===== config.mk =====
export PLATFORM = sky130hd
export DESIGN_NAME = rxsts_regs
export DESIGN_NICKNAME = d
export VERILOG_FILES = /design/src/logic/rxsts_pkg.sv /design/src/logic/rxsts_regs.sv /design/src/logic/rxsts_port.sv
export SDC_FILE = /design/constraint.sdc
export NUM_CORES = 1
export LEC_CHECK = 0
export ABC_AREA = 0
export BUFFER_PORTS_ARGS = -buffer_cell sky130_fd_sc_hd__buf_2
export CAP_MARGIN = 10
export CORE_MARGIN = 2
export CORE_UTILIZATION = 35
export CTS_BUF_LIST = sky130_fd_sc_hd__clkbuf_8
export DETAILED_ROUTE_END_ITERATION = 10
export GPL_TIMING_DRIVEN = 0
export PLACE_DENSITY = 0.6
export SYNTH_ARGS = -nofsm -noshare
export SYNTH_HDL_FRONTEND = slang
export SYNTH_SLANG_ARGS = --single-unit

===== constraint.sdc =====
create_clock -name i_mclk -period 4.1 [get_ports i_mclk]
set_input_delay 0.41 -clock i_mclk [delete_from_list [all_inputs] [get_ports i_mclk]]
set_output_delay 0.41 -clock i_mclk [all_outputs]
set_load 0.1 [all_outputs]

===== src/logic/rxsts_pkg.sv =====
// register map, field positions and reset values of the receive-port status bank
//
// How it works
// RL1 - status one bit 6 shows selected read port
// RL2 - control channel crc error, clear on read
// RL3 - lock changed since last read, clear on read
// RL4 - control channel sequence error, clear on read
// RL5 - parity flag while count exceeds threshold
// RL6 - pass bit shows live pass indication
// RL7 - lock bit shows live receiver lock
// RL8 - line length unstable sticky until read
// RL9 - line length changed, clear on read
// RL10 - link encoder error, clear on read
// RL11 - host enables error counting, threshold above one
// RL12 - buffer overflow error, clear on read
// RL13 - csi error summarises csi detail status
// RL14 - cable fault when no link clock
// RL15 - line count changed, clear on read
// RL16 - integer mhz byte plus stable flag
// RL17 - port select bit chooses readback port
// RL18 - fractional frequency byte at next offset
// RL19 - event during clearing read is kept
`default_nettype none
package rxsts_pkg;
	localparam int          RXSTS_ADDR_W     = 8;
	localparam int          RXSTS_DATA_W     = 8;
	localparam logic [7:0]  RXSTS_ADDR_PSEL  = 8'h4c;
	localparam logic [7:0]  RXSTS_ADDR_STS1  = 8'h4d;
	localparam logic [7:0]  RXSTS_ADDR_STS2  = 8'h4e;
	localparam logic [7:0]  RXSTS_ADDR_FINT  = 8'h4f;
	localparam logic [7:0]  RXSTS_ADDR_FFRAC = 8'h50;
	localparam int          RXSTS_PSEL_BIT   = 4;
	// status one fields
	localparam int          S1_PORT_NUM      = 6;
	localparam int          S1_CRC_ERR       = 5;
	localparam int          S1_LOCK_CHG      = 4;
	localparam int          S1_SEQ_ERR       = 3;
	localparam int          S1_PARITY        = 2;
	localparam int          S1_PASS          = 1;
	localparam int          S1_LOCK          = 0;
	// status two fields
	localparam int          S2_LEN_UNSTABLE  = 7;
	localparam int          S2_LEN_CHG       = 6;
	localparam int          S2_ENC_ERR       = 5;
	localparam int          S2_BUF_ERR       = 4;
	localparam int          S2_CSI_ERR       = 3;
	localparam int          S2_FREQ_MEASURE_STABLE   = 2;
	localparam int          S2_CABLE_FAULT   = 1;
	localparam int          S2_LINE_COUNT_CHANGED  = 0;
	localparam logic [7:0]  RXSTS_RESET_VAL  = 8'h00;
	localparam logic [7:0]  RXSTS_UNMAPPED   = 8'h00;
	// sticky flags per port, in this order
	localparam int          RXSTS_NFLAGS     = 8;
	localparam int          F_CRC            = 0;
	localparam int          F_LOCKCHG        = 1;
	localparam int          F_SEQ            = 2;
	localparam int          F_LENUNST        = 3;
	localparam int          F_LENCHG         = 4;
	localparam int          F_ENC            = 5;
	localparam int          F_BUF            = 6;
	localparam int          F_CNTCHG         = 7;
endpackage
`default_nettype wire


===== src/logic/rxsts_regs.sv =====
// dual receive-port status register bank read over the local register port
`default_nettype none
module rxsts_regs #(
	parameter int NPORTS = 2
) (
	input  wire logic        i_mclk,
	input  wire logic        i_resetn,
	// register port: one-cycle strobes, read data registered
	input  wire logic [7:0]  i_addr,
	input  wire logic        i_rd,
	input  wire logic        i_wr,
	input  wire logic [7:0]  i_wdata,
	output logic      [7:0]  o_rdata,
	// receiver status, per port bit 0 and bit 1 (pins, synchronised here)
	input  wire logic [1:0]  i_lock,
	input  wire logic [1:0]  i_pass,
	input  wire logic [1:0]  i_parity_over,
	input  wire logic [1:0]  i_csi_err,
	input  wire logic [1:0]  i_cable_fault,
	input  wire logic [1:0]  i_freq_measure_stable,
	// one-cycle event pulses from same-clock receiver logic
	input  wire logic [1:0]  i_crc_err_evt,
	input  wire logic [1:0]  i_seq_err_evt,
	input  wire logic [1:0]  i_len_unstable_evt,
	input  wire logic [1:0]  i_len_chg_evt,
	input  wire logic [1:0]  i_enc_err_evt,
	input  wire logic [1:0]  i_buf_ovf_evt,
	input  wire logic [1:0]  i_cnt_chg_evt,
	// measured frequency, same clock
	input  wire logic [15:0] i_freq0,
	input  wire logic [15:0] i_freq1,
	output logic             o_read_port
);
	initial
	begin
		if (NPORTS != 2)
			$error("rxsts_regs serves exactly two ports");
	end

	localparam int NLIVE = 6;

	logic [NLIVE*2-1:0] live_meta_reg;
	logic [NLIVE*2-1:0] live_sync_reg;
	logic               psel_reg;
	logic [7:0]         rdata_reg;
	logic [7:0]         rdata_next;

	// live levels come from outside the clock, two flops first
	always_ff @(posedge i_mclk or negedge i_resetn)
	begin
		if (!i_resetn)
		begin
			live_meta_reg <= '0;
			live_sync_reg <= '0;
		end
		else
		begin
			live_meta_reg <= {i_lock, i_pass, i_parity_over, i_csi_err, i_cable_fault, i_freq_measure_stable};
			live_sync_reg <= live_meta_reg;
		end
	end

	wire [1:0] lock_s   = live_sync_reg[11:10];
	wire [1:0] pass_s   = live_sync_reg[9:8];
	wire [1:0] par_s    = live_sync_reg[7:6];
	wire [1:0] csi_s    = live_sync_reg[5:4];
	wire [1:0] cable_s  = live_sync_reg[3:2];
	wire [1:0] stable_s = live_sync_reg[1:0];

	// decode
	wire rd_psel  = i_rd && (i_addr == rxsts_pkg::RXSTS_ADDR_PSEL);
	wire rd_sts1  = i_rd && (i_addr == rxsts_pkg::RXSTS_ADDR_STS1);
	wire rd_sts2  = i_rd && (i_addr == rxsts_pkg::RXSTS_ADDR_STS2);
	wire rd_fint  = i_rd && (i_addr == rxsts_pkg::RXSTS_ADDR_FINT);
	wire rd_ffrac = i_rd && (i_addr == rxsts_pkg::RXSTS_ADDR_FFRAC);
	wire rd_other = i_rd && !(rd_psel || rd_sts1 || rd_sts2 || rd_fint || rd_ffrac);
	wire wr_psel  = i_wr && (i_addr == rxsts_pkg::RXSTS_ADDR_PSEL);

	// port select; other select bits not modelled here
	always_ff @(posedge i_mclk or negedge i_resetn)
	begin
		if (!i_resetn)
			psel_reg <= 1'b0;
		else if (wr_psel)
			psel_reg <= i_wdata[rxsts_pkg::RXSTS_PSEL_BIT]; // see RL17
	end

	assign o_read_port = psel_reg;

	logic [7:0] flags [2];
	logic [7:0] evts  [2];

	genvar gp;
	generate
		for (gp = 0; gp < 2; gp++)
		begin : g_port
			logic sel_here;
			assign sel_here = (psel_reg == 1'(gp));
			assign evts[gp][rxsts_pkg::F_CRC]     = i_crc_err_evt[gp];      // see RL2
			assign evts[gp][rxsts_pkg::F_LOCKCHG] = 1'b0;
			assign evts[gp][rxsts_pkg::F_SEQ]     = i_seq_err_evt[gp];      // see RL4
			assign evts[gp][rxsts_pkg::F_LENUNST] = i_len_unstable_evt[gp]; // see RL8
			assign evts[gp][rxsts_pkg::F_LENCHG]  = i_len_chg_evt[gp];      // see RL9
			assign evts[gp][rxsts_pkg::F_ENC]     = i_enc_err_evt[gp];      // see RL10
			assign evts[gp][rxsts_pkg::F_BUF]     = i_buf_ovf_evt[gp];      // see RL12
			assign evts[gp][rxsts_pkg::F_CNTCHG]  = i_cnt_chg_evt[gp];      // see RL15
			// only the selected port's copy is cleared by a read
			rxsts_port u_port (
				.i_mclk     (i_mclk),
				.i_resetn   (i_resetn),
				.i_events   (evts[gp]),
				.i_lock     (lock_s[gp]),
				.i_clr_sts1 (rd_sts1 && sel_here),
				.i_clr_sts2 (rd_sts2 && sel_here),
				.o_flags    (flags[gp])
			);
		end
	endgenerate

	wire [7:0]  fl  = flags[psel_reg];
	wire [15:0] frq = psel_reg ? i_freq1 : i_freq0; // see RL17

	wire [7:0] sts1_val = {1'b0,
		psel_reg,                          // see RL1
		fl[rxsts_pkg::F_CRC],
		fl[rxsts_pkg::F_LOCKCHG],
		fl[rxsts_pkg::F_SEQ],
		par_s[psel_reg],                   // see RL5
		pass_s[psel_reg],                  // see RL6
		lock_s[psel_reg]};                 // see RL7

	wire [7:0] sts2_val = {fl[rxsts_pkg::F_LENUNST],
		fl[rxsts_pkg::F_LENCHG],
		fl[rxsts_pkg::F_ENC],              // relies on host error counting setup, see RL11
		fl[rxsts_pkg::F_BUF],
		csi_s[psel_reg],                   // see RL13
		stable_s[psel_reg],                // see RL16
		cable_s[psel_reg],                 // see RL14
		fl[rxsts_pkg::F_CNTCHG]};

	wire [7:0] psel_val = {3'b000, psel_reg, 4'h0};

	always_comb
	begin
		rdata_next = rdata_reg;
		if (rd_psel)
			rdata_next = psel_val;
		else if (rd_sts1)
			rdata_next = sts1_val;
		else if (rd_sts2)
			rdata_next = sts2_val;
		else if (rd_fint)
			rdata_next = frq[15:8];            // see RL16
		else if (rd_ffrac)
			rdata_next = frq[7:0];             // see RL18
		else if (i_rd)
			rdata_next = rxsts_pkg::RXSTS_UNMAPPED;
	end

	always_ff @(posedge i_mclk or negedge i_resetn)
	begin
		if (!i_resetn)
			rdata_reg <= rxsts_pkg::RXSTS_RESET_VAL;
		else
			rdata_reg <= rdata_next;
	end

	assign o_rdata = rdata_reg;
endmodule
`default_nettype wire


===== src/logic/rxsts_port.sv =====
// per-port status copy: sticky clear-on-read flags and lock history
`default_nettype none
module rxsts_port (
	input  wire logic        i_mclk,
	input  wire logic        i_resetn,
	input  wire logic [7:0]  i_events,
	input  wire logic        i_lock,
	input  wire logic        i_clr_sts1,
	input  wire logic        i_clr_sts2,
	output logic      [7:0]  o_flags
);
	logic [7:0] flags_reg;
	logic [7:0] flags_next;
	logic [7:0] clr_mask;
	logic       lock_at_read_reg;
	logic       lock_prev_reg;
	logic       lock_ref;
	logic       lock_diff;

	// a read re-bases on last cycle's lock, which the returned bit already covers,
	// so a change landing in the read cycle itself stays flagged   // see RL19
	assign lock_ref  = i_clr_sts1 ? lock_prev_reg : lock_at_read_reg;
	assign lock_diff = i_lock ^ lock_ref;

	assign clr_mask[rxsts_pkg::F_CRC]     = i_clr_sts1;
	assign clr_mask[rxsts_pkg::F_LOCKCHG] = i_clr_sts1;
	assign clr_mask[rxsts_pkg::F_SEQ]     = i_clr_sts1;
	assign clr_mask[rxsts_pkg::F_LENUNST] = i_clr_sts2;
	assign clr_mask[rxsts_pkg::F_LENCHG]  = i_clr_sts2;
	assign clr_mask[rxsts_pkg::F_ENC]     = i_clr_sts2;
	assign clr_mask[rxsts_pkg::F_BUF]     = i_clr_sts2;
	assign clr_mask[rxsts_pkg::F_CNTCHG]  = i_clr_sts2;

	// set beats clear so an event in the read cycle shows next read   // see RL19
	always_comb
	begin
		flags_next = (flags_reg & ~clr_mask) | i_events;
		flags_next[rxsts_pkg::F_LOCKCHG] = lock_diff | (flags_reg[rxsts_pkg::F_LOCKCHG] & ~i_clr_sts1); // see RL3
	end

	always_ff @(posedge i_mclk or negedge i_resetn)
	begin
		if (!i_resetn)
		begin
			flags_reg        <= rxsts_pkg::RXSTS_RESET_VAL;
			lock_at_read_reg <= 1'b0;
			lock_prev_reg    <= 1'b0;
		end
		else
		begin
			flags_reg        <= flags_next;
			lock_prev_reg    <= i_lock;
			lock_at_read_reg <= lock_ref; // see RL3
		end
	end

	assign o_flags = flags_reg;
endmodule
`default_nettype wire


# == Yosys cells after proc, flatten, opt, wreduce, memory -nomap -nowiden ==
# Index checks and enable logic that the tools add are counted.
# totals
register_bits,53
input_bits,78
word_cells,68
# classes
magnitude_cmp,2
eq_ne,5
n_mux,24
bitwise,16
reduce_logical,11
# ops
operator,count
$mux 8,9
$eq 8x7->1 const B,5
$and 8x8->8,2
$mux 16,1
$not 8->8,2
$or 8x8->8,2
$mux 1,14
$logic_and 1x1->1,10
$reduce_bool 6->1,1
$not 1->1,3
$and 1x1->1,2
$ge 2x2->1 const B,1
$lt 1x2->1 const B,1
$not 1->2,1
$or 1x1->1,2
$xor 1x1->1,2

# == Depth between registers and ports, before layout ==
# depth
ltp_word,7
mapped_depth,6

# == Modules after synthesis ==
# From an unflattened synthesis, not the netlist that was laid out.
# unflattened
cells_unflattened,197
area_unflattened_um2,2416.1
# by_module_without_submodules
module,n_inst,cells_each,area_each_um2,seq_area_each_um2
rxsts_regs,1,149,1715.4,825.8
rxsts_port,2,24,350.3,250.2

# == Least setup slack after synthesis ==
# OpenSTA, ideal clock, no wires.
# synth_timing
kind,reg2reg
from,"register psel_reg, in the netlist o_read_port"
to,"register rdata_reg[2], in the netlist o_rdata[2]"
arrival_time_ps,2088
t_required_ps,3959
path_slack_ps,1871
stages_incl_launch_ff,6
n_path_buf,2
path_cell_list,dfrtp_1 > buf_2 > buf_2 > mux2_2 > a21oi_1 > a221oi_1
# synth_via
elab_chain_cells,6
word_cells_on_any_way,10
# synth_lines
element,line,source
start: declaration,rxsts_regs.sv:44,logic psel_reg;
start signal: assignment,rxsts_regs.sv:85,psel_reg <= i_wdata[rxsts_pkg::RXSTS_PSEL_BIT];
$mux 16,rxsts_regs.sv:121,wire [15:0] frq = psel_reg ? i_freq1 : i_freq0;
$mux 8,rxsts_regs.sv:154,else if (rd_ffrac)
$mux 8,rxsts_regs.sv:152,else if (rd_fint)
$mux 8,rxsts_regs.sv:150,else if (rd_sts2)
$mux 8 *,rxsts_regs.sv:148,else if (rd_sts1)
$mux 8 *,rxsts_regs.sv:146,if (rd_psel)
end signal: assignment,rxsts_regs.sv:163,rdata_reg <= rxsts_pkg::RXSTS_RESET_VAL;
end signal: assignment,rxsts_regs.sv:165,rdata_reg <= rdata_next;
end: declaration,rxsts_regs.sv:45,logic [7:0] rdata_reg;
# Every way passes the cells marked *; elsewhere a longest branch is shown, timed or not. The select of a mux whose other input is x is not followed.
# A chain may end at the register's enable or synchronous reset.

# == Final worst setup path ==
# layout_timing
from,"register psel_reg, in the netlist o_read_port"
to,"register rdata_reg[5], in the netlist o_rdata[5]"
# layout_via
elab_chain_cells,7
word_cells_on_any_way,10
# layout_lines
element,line,source
$not 1->2 (implied by the code),rxsts_regs.sv:120,wire [7:0] fl = flags[psel_reg];
$mux 8 (implied by the code) (3 in a row),rxsts_regs.sv:120,
$mux 8,rxsts_regs.sv:150,
$mux 8 *,rxsts_regs.sv:148,
$mux 8 *,rxsts_regs.sv:146,
# Marked as above.

==> results_dict.tcl <==
set metrics [dict create \
    result_of_the_run "completed" \
    critical_path_peak_fanout 10 \
    worst_slew_pin_slew_ps 692 \
    grt-ovfl-total 0 \
    synth_flop_cell "sky130_fd_sc_hd__dfrtp_1" \
    number_of_buffers_created_by_cts 5 \
    swShare 0.281 \
    drt_drc_violations_left 0 \
    drive_above_1_share 0.394 \
    post-cts-setup-buffers 0 \
    intPower_mw 0.736 \
    finalMaxSlewViolations 0 \
    synth_seq_area_share 0.547 \
    post_synth_cell_types 43 \
    detail_route.wl_per_cell_um 15.9 \
    clkTransAtPathRegs_ps 100 \
    boundaryPins 87 \
    most_area_consuming_cells_after_synthesis "sky130_fd_sc_hd__dfrtp_1 (55%), sky130_fd_sc_hd__mux2i_1 (7.4%), sky130_fd_sc_hd__mux2_2 (5.1%)" \
    dp_slack_ps 2050 \
    via_per_inst 5.14 \
    cp.arrival_ps 2090 \
    synth_top_area_cell "sky130_fd_sc_hd__dfrtp_1" \
    hold_buffers 0 \
    seqPwrFrac 0.536 \
    synth.ff_latch_count 53 \
    insertedDiodeCount 0 \
    die_h_um 87.2 \
    synth-warning-count 0 \
    total_switching_power_mw 0.287 \
    globalRouteTotalUtil 0.162 \
    die_area_sq_mm 0.00761 \
    vias 1886 \
    power.combinational.fraction 0.150 \
    drt_pass1_iterations 4 \
    cts.sink_count 53 \
    finished_layout_cells 367 \
    cell_at_the_root_of_the_clock_tree "sky130_fd_sc_hd__clkbuf_8" \
    min_period_over_period 0.458 \
    rsz_0062_raised_after_global_routing "no" \
    synth.cell_area_sq_mm 0.00242 \
    fp.coreArea_sq_mm 0.00676 \
    totalPowerFinal_mw 1.02 \
    vias_in_the_first_global_route 1887 \
    p_leak_nw 1.26 \
    port_buffers 79 \
    fin_tns_setup_ps 0 \
    cp-end-kind "flop" \
    share_of_synthesized_registers_carrying_an_async_set_or_reset 1.00 \
    cts_repair_resize_count 0 \
    ant_nets 0 \
    report.final.setup_viol 0 \
    rows 30 \
    worst_slack_ps 2220 \
    pwr_density_cell_mw_per_mm2 337 \
    proportion_of_power_drawn_by_the_clock_network 0.314 \
    grt_pass1_wl_um 9340 \
    dp_cells 358 \
    hold_path.class "input pin to asynchronous set/reset pin" \
    chipWidth_um 87.2 \
    routed_wirelength_um 5820 \
    globalplace.congestion 0.910 \
    synth_nets 277 \
    number_of_synthesized_flops_with_an_enable_pin 0 \
    cap_viol_max_count 0 \
    grt_start_max_net_pins 54 \
    htreeDepth 2 \
    post_synth_inst_count 199 \
    synthDominantCellAreaShare 0.547 \
    finalCriticalPeriod_ps 1880 \
    setup.worst_path.start_class "flop" \
    post-route-cell-area_sq_mm 0.00304 \
    number_of_antenna_violations_at_the_first_check_in_global_routing 0 \
    cell_with_the_most_instances_after_synthesis "sky130_fd_sc_hd__dfrtp_1" \
    setup_skew_ps 3.81 \
    largest_reg_flops 16 \
    crit_required_ps 4310 \
    tritoncts "built" \
    placed_area_sq_mm 0.00292 \
    slew-limit-headroom 0.536 \
    clock.fmax_mhz 532 \
    area_growth_syn_to_layout_pct 25.4 \
    syn_area_per_cell_sq_um 12.2 \
    vdd.ir_drop.worst_mv 0.230 \
    cts_buffer_depth 2 \
    hold_violations 0 \
    drt_iter0_drc 91 \
    insertion_delay_ps 310 \
    final_net_count 364 \
    synth_top_cells_by_count "sky130_fd_sc_hd__dfrtp_1 (53), sky130_fd_sc_hd__mux2i_1 (18), sky130_fd_sc_hd__a21o_1 (14), sky130_fd_sc_hd__mux2_2 (11)" \
    worst-setup-path-type "flop to flop" \
    detailed_place_hpwl_um 4310 \
    floorplan.initialDensity 0.359 \
]
## per-layer routing
layer | global-route usage | routed length, um | up-vias
li1 | - | - | 909
met1 | 0.228 | 2610 | 901
met2 | 0.249 | 2730 | 68
met3 | 0.0427 | 390 | 8
met4 | 0.0462 | 93 | 0
met5 | 0 | 0 | -
## final timing paths
path                                                     to             start  cells past startpoint  slack, ps
worst max-delay path                             o_rdata[5]       o_read_port                      6       2220
worst min-delay path            g_port[1].u_port.o_flags[4]          i_resetn                      1         20
worst max register to register                   o_rdata[5]       o_read_port                      6       2220
worst min register to register             live_sync_reg[3]  live_meta_reg[3]                      0        360
max in group asynchronous                        o_rdata[4]          i_resetn                      2       3550
min in group i_mclk                        live_meta_reg[9]         i_pass[1]                      1        190
## cell families after synthesis
kind of cell	count (synthesis)	share of synthesized area
AO/OA/AOI/OAI	47	0.140
XOR/XNOR	4	0.0145
buffers and inverters	14	0.0268
flip-flops	53	0.547
multiplexers	34	0.149
AND/OR/NAND/NOR	47	0.123
## worst max-delay path, stage by stage, from the launching register on
cell	delay [ps]
sky130_fd_sc_hd__dfrtp_1	390
sky130_fd_sc_hd__buf_2	290
sky130_fd_sc_hd__buf_2	400
sky130_fd_sc_hd__mux2i_1	180
sky130_fd_sc_hd__nor2_1	120
sky130_fd_sc_hd__o22ai_1	80
sky130_fd_sc_hd__o41ai_1	310
## cells in the final DEF, fill, tap and decap left out, drive strengths merged, types with 3 or more instances in the layout
cell,instances
o21ai,3
mux2i,18
dfrtp,53
mux2,16
clkbuf,11
a221oi,4
inv,4
buf,86
a21oi,6
nand2,5
o221ai,4
nand2b,4
nor3,15
nor2,10
a21o,14
a211oi,7
## power by group through the flow
stage,Sequential [mW],Clock [mW],Combinational (mW)
CTS,0.549,0.327,0.153
floorplan,0.593,0,0.0499
finish,0.549,0.322,0.153
detailed placement,0.559,0,0.152
global placement,0.559,0,0.151
global route,0.551,0.355,0.167
## through the flow
stage	hold WS, ps	util
6_report	20.7	0.450
5_1_grt	40.0	0.450
4_1_cts	186	0.447
3_5_place_dp	335	0.432
3_3_place_gp	332	0.432
2_1_floorplan	114	-
## final cells by class
type	count	area, sq um
clock inverter	2	17.5
fill	669	3720
inverter	3	11.3
sequential	53	1330
buffer	11	53.8
timing repair buffer	80	415
clock buffer	6	82.6
tap	80	100
multi-input combinational	132	1030
No activity file was read; power rests on OpenSTA's default activity.
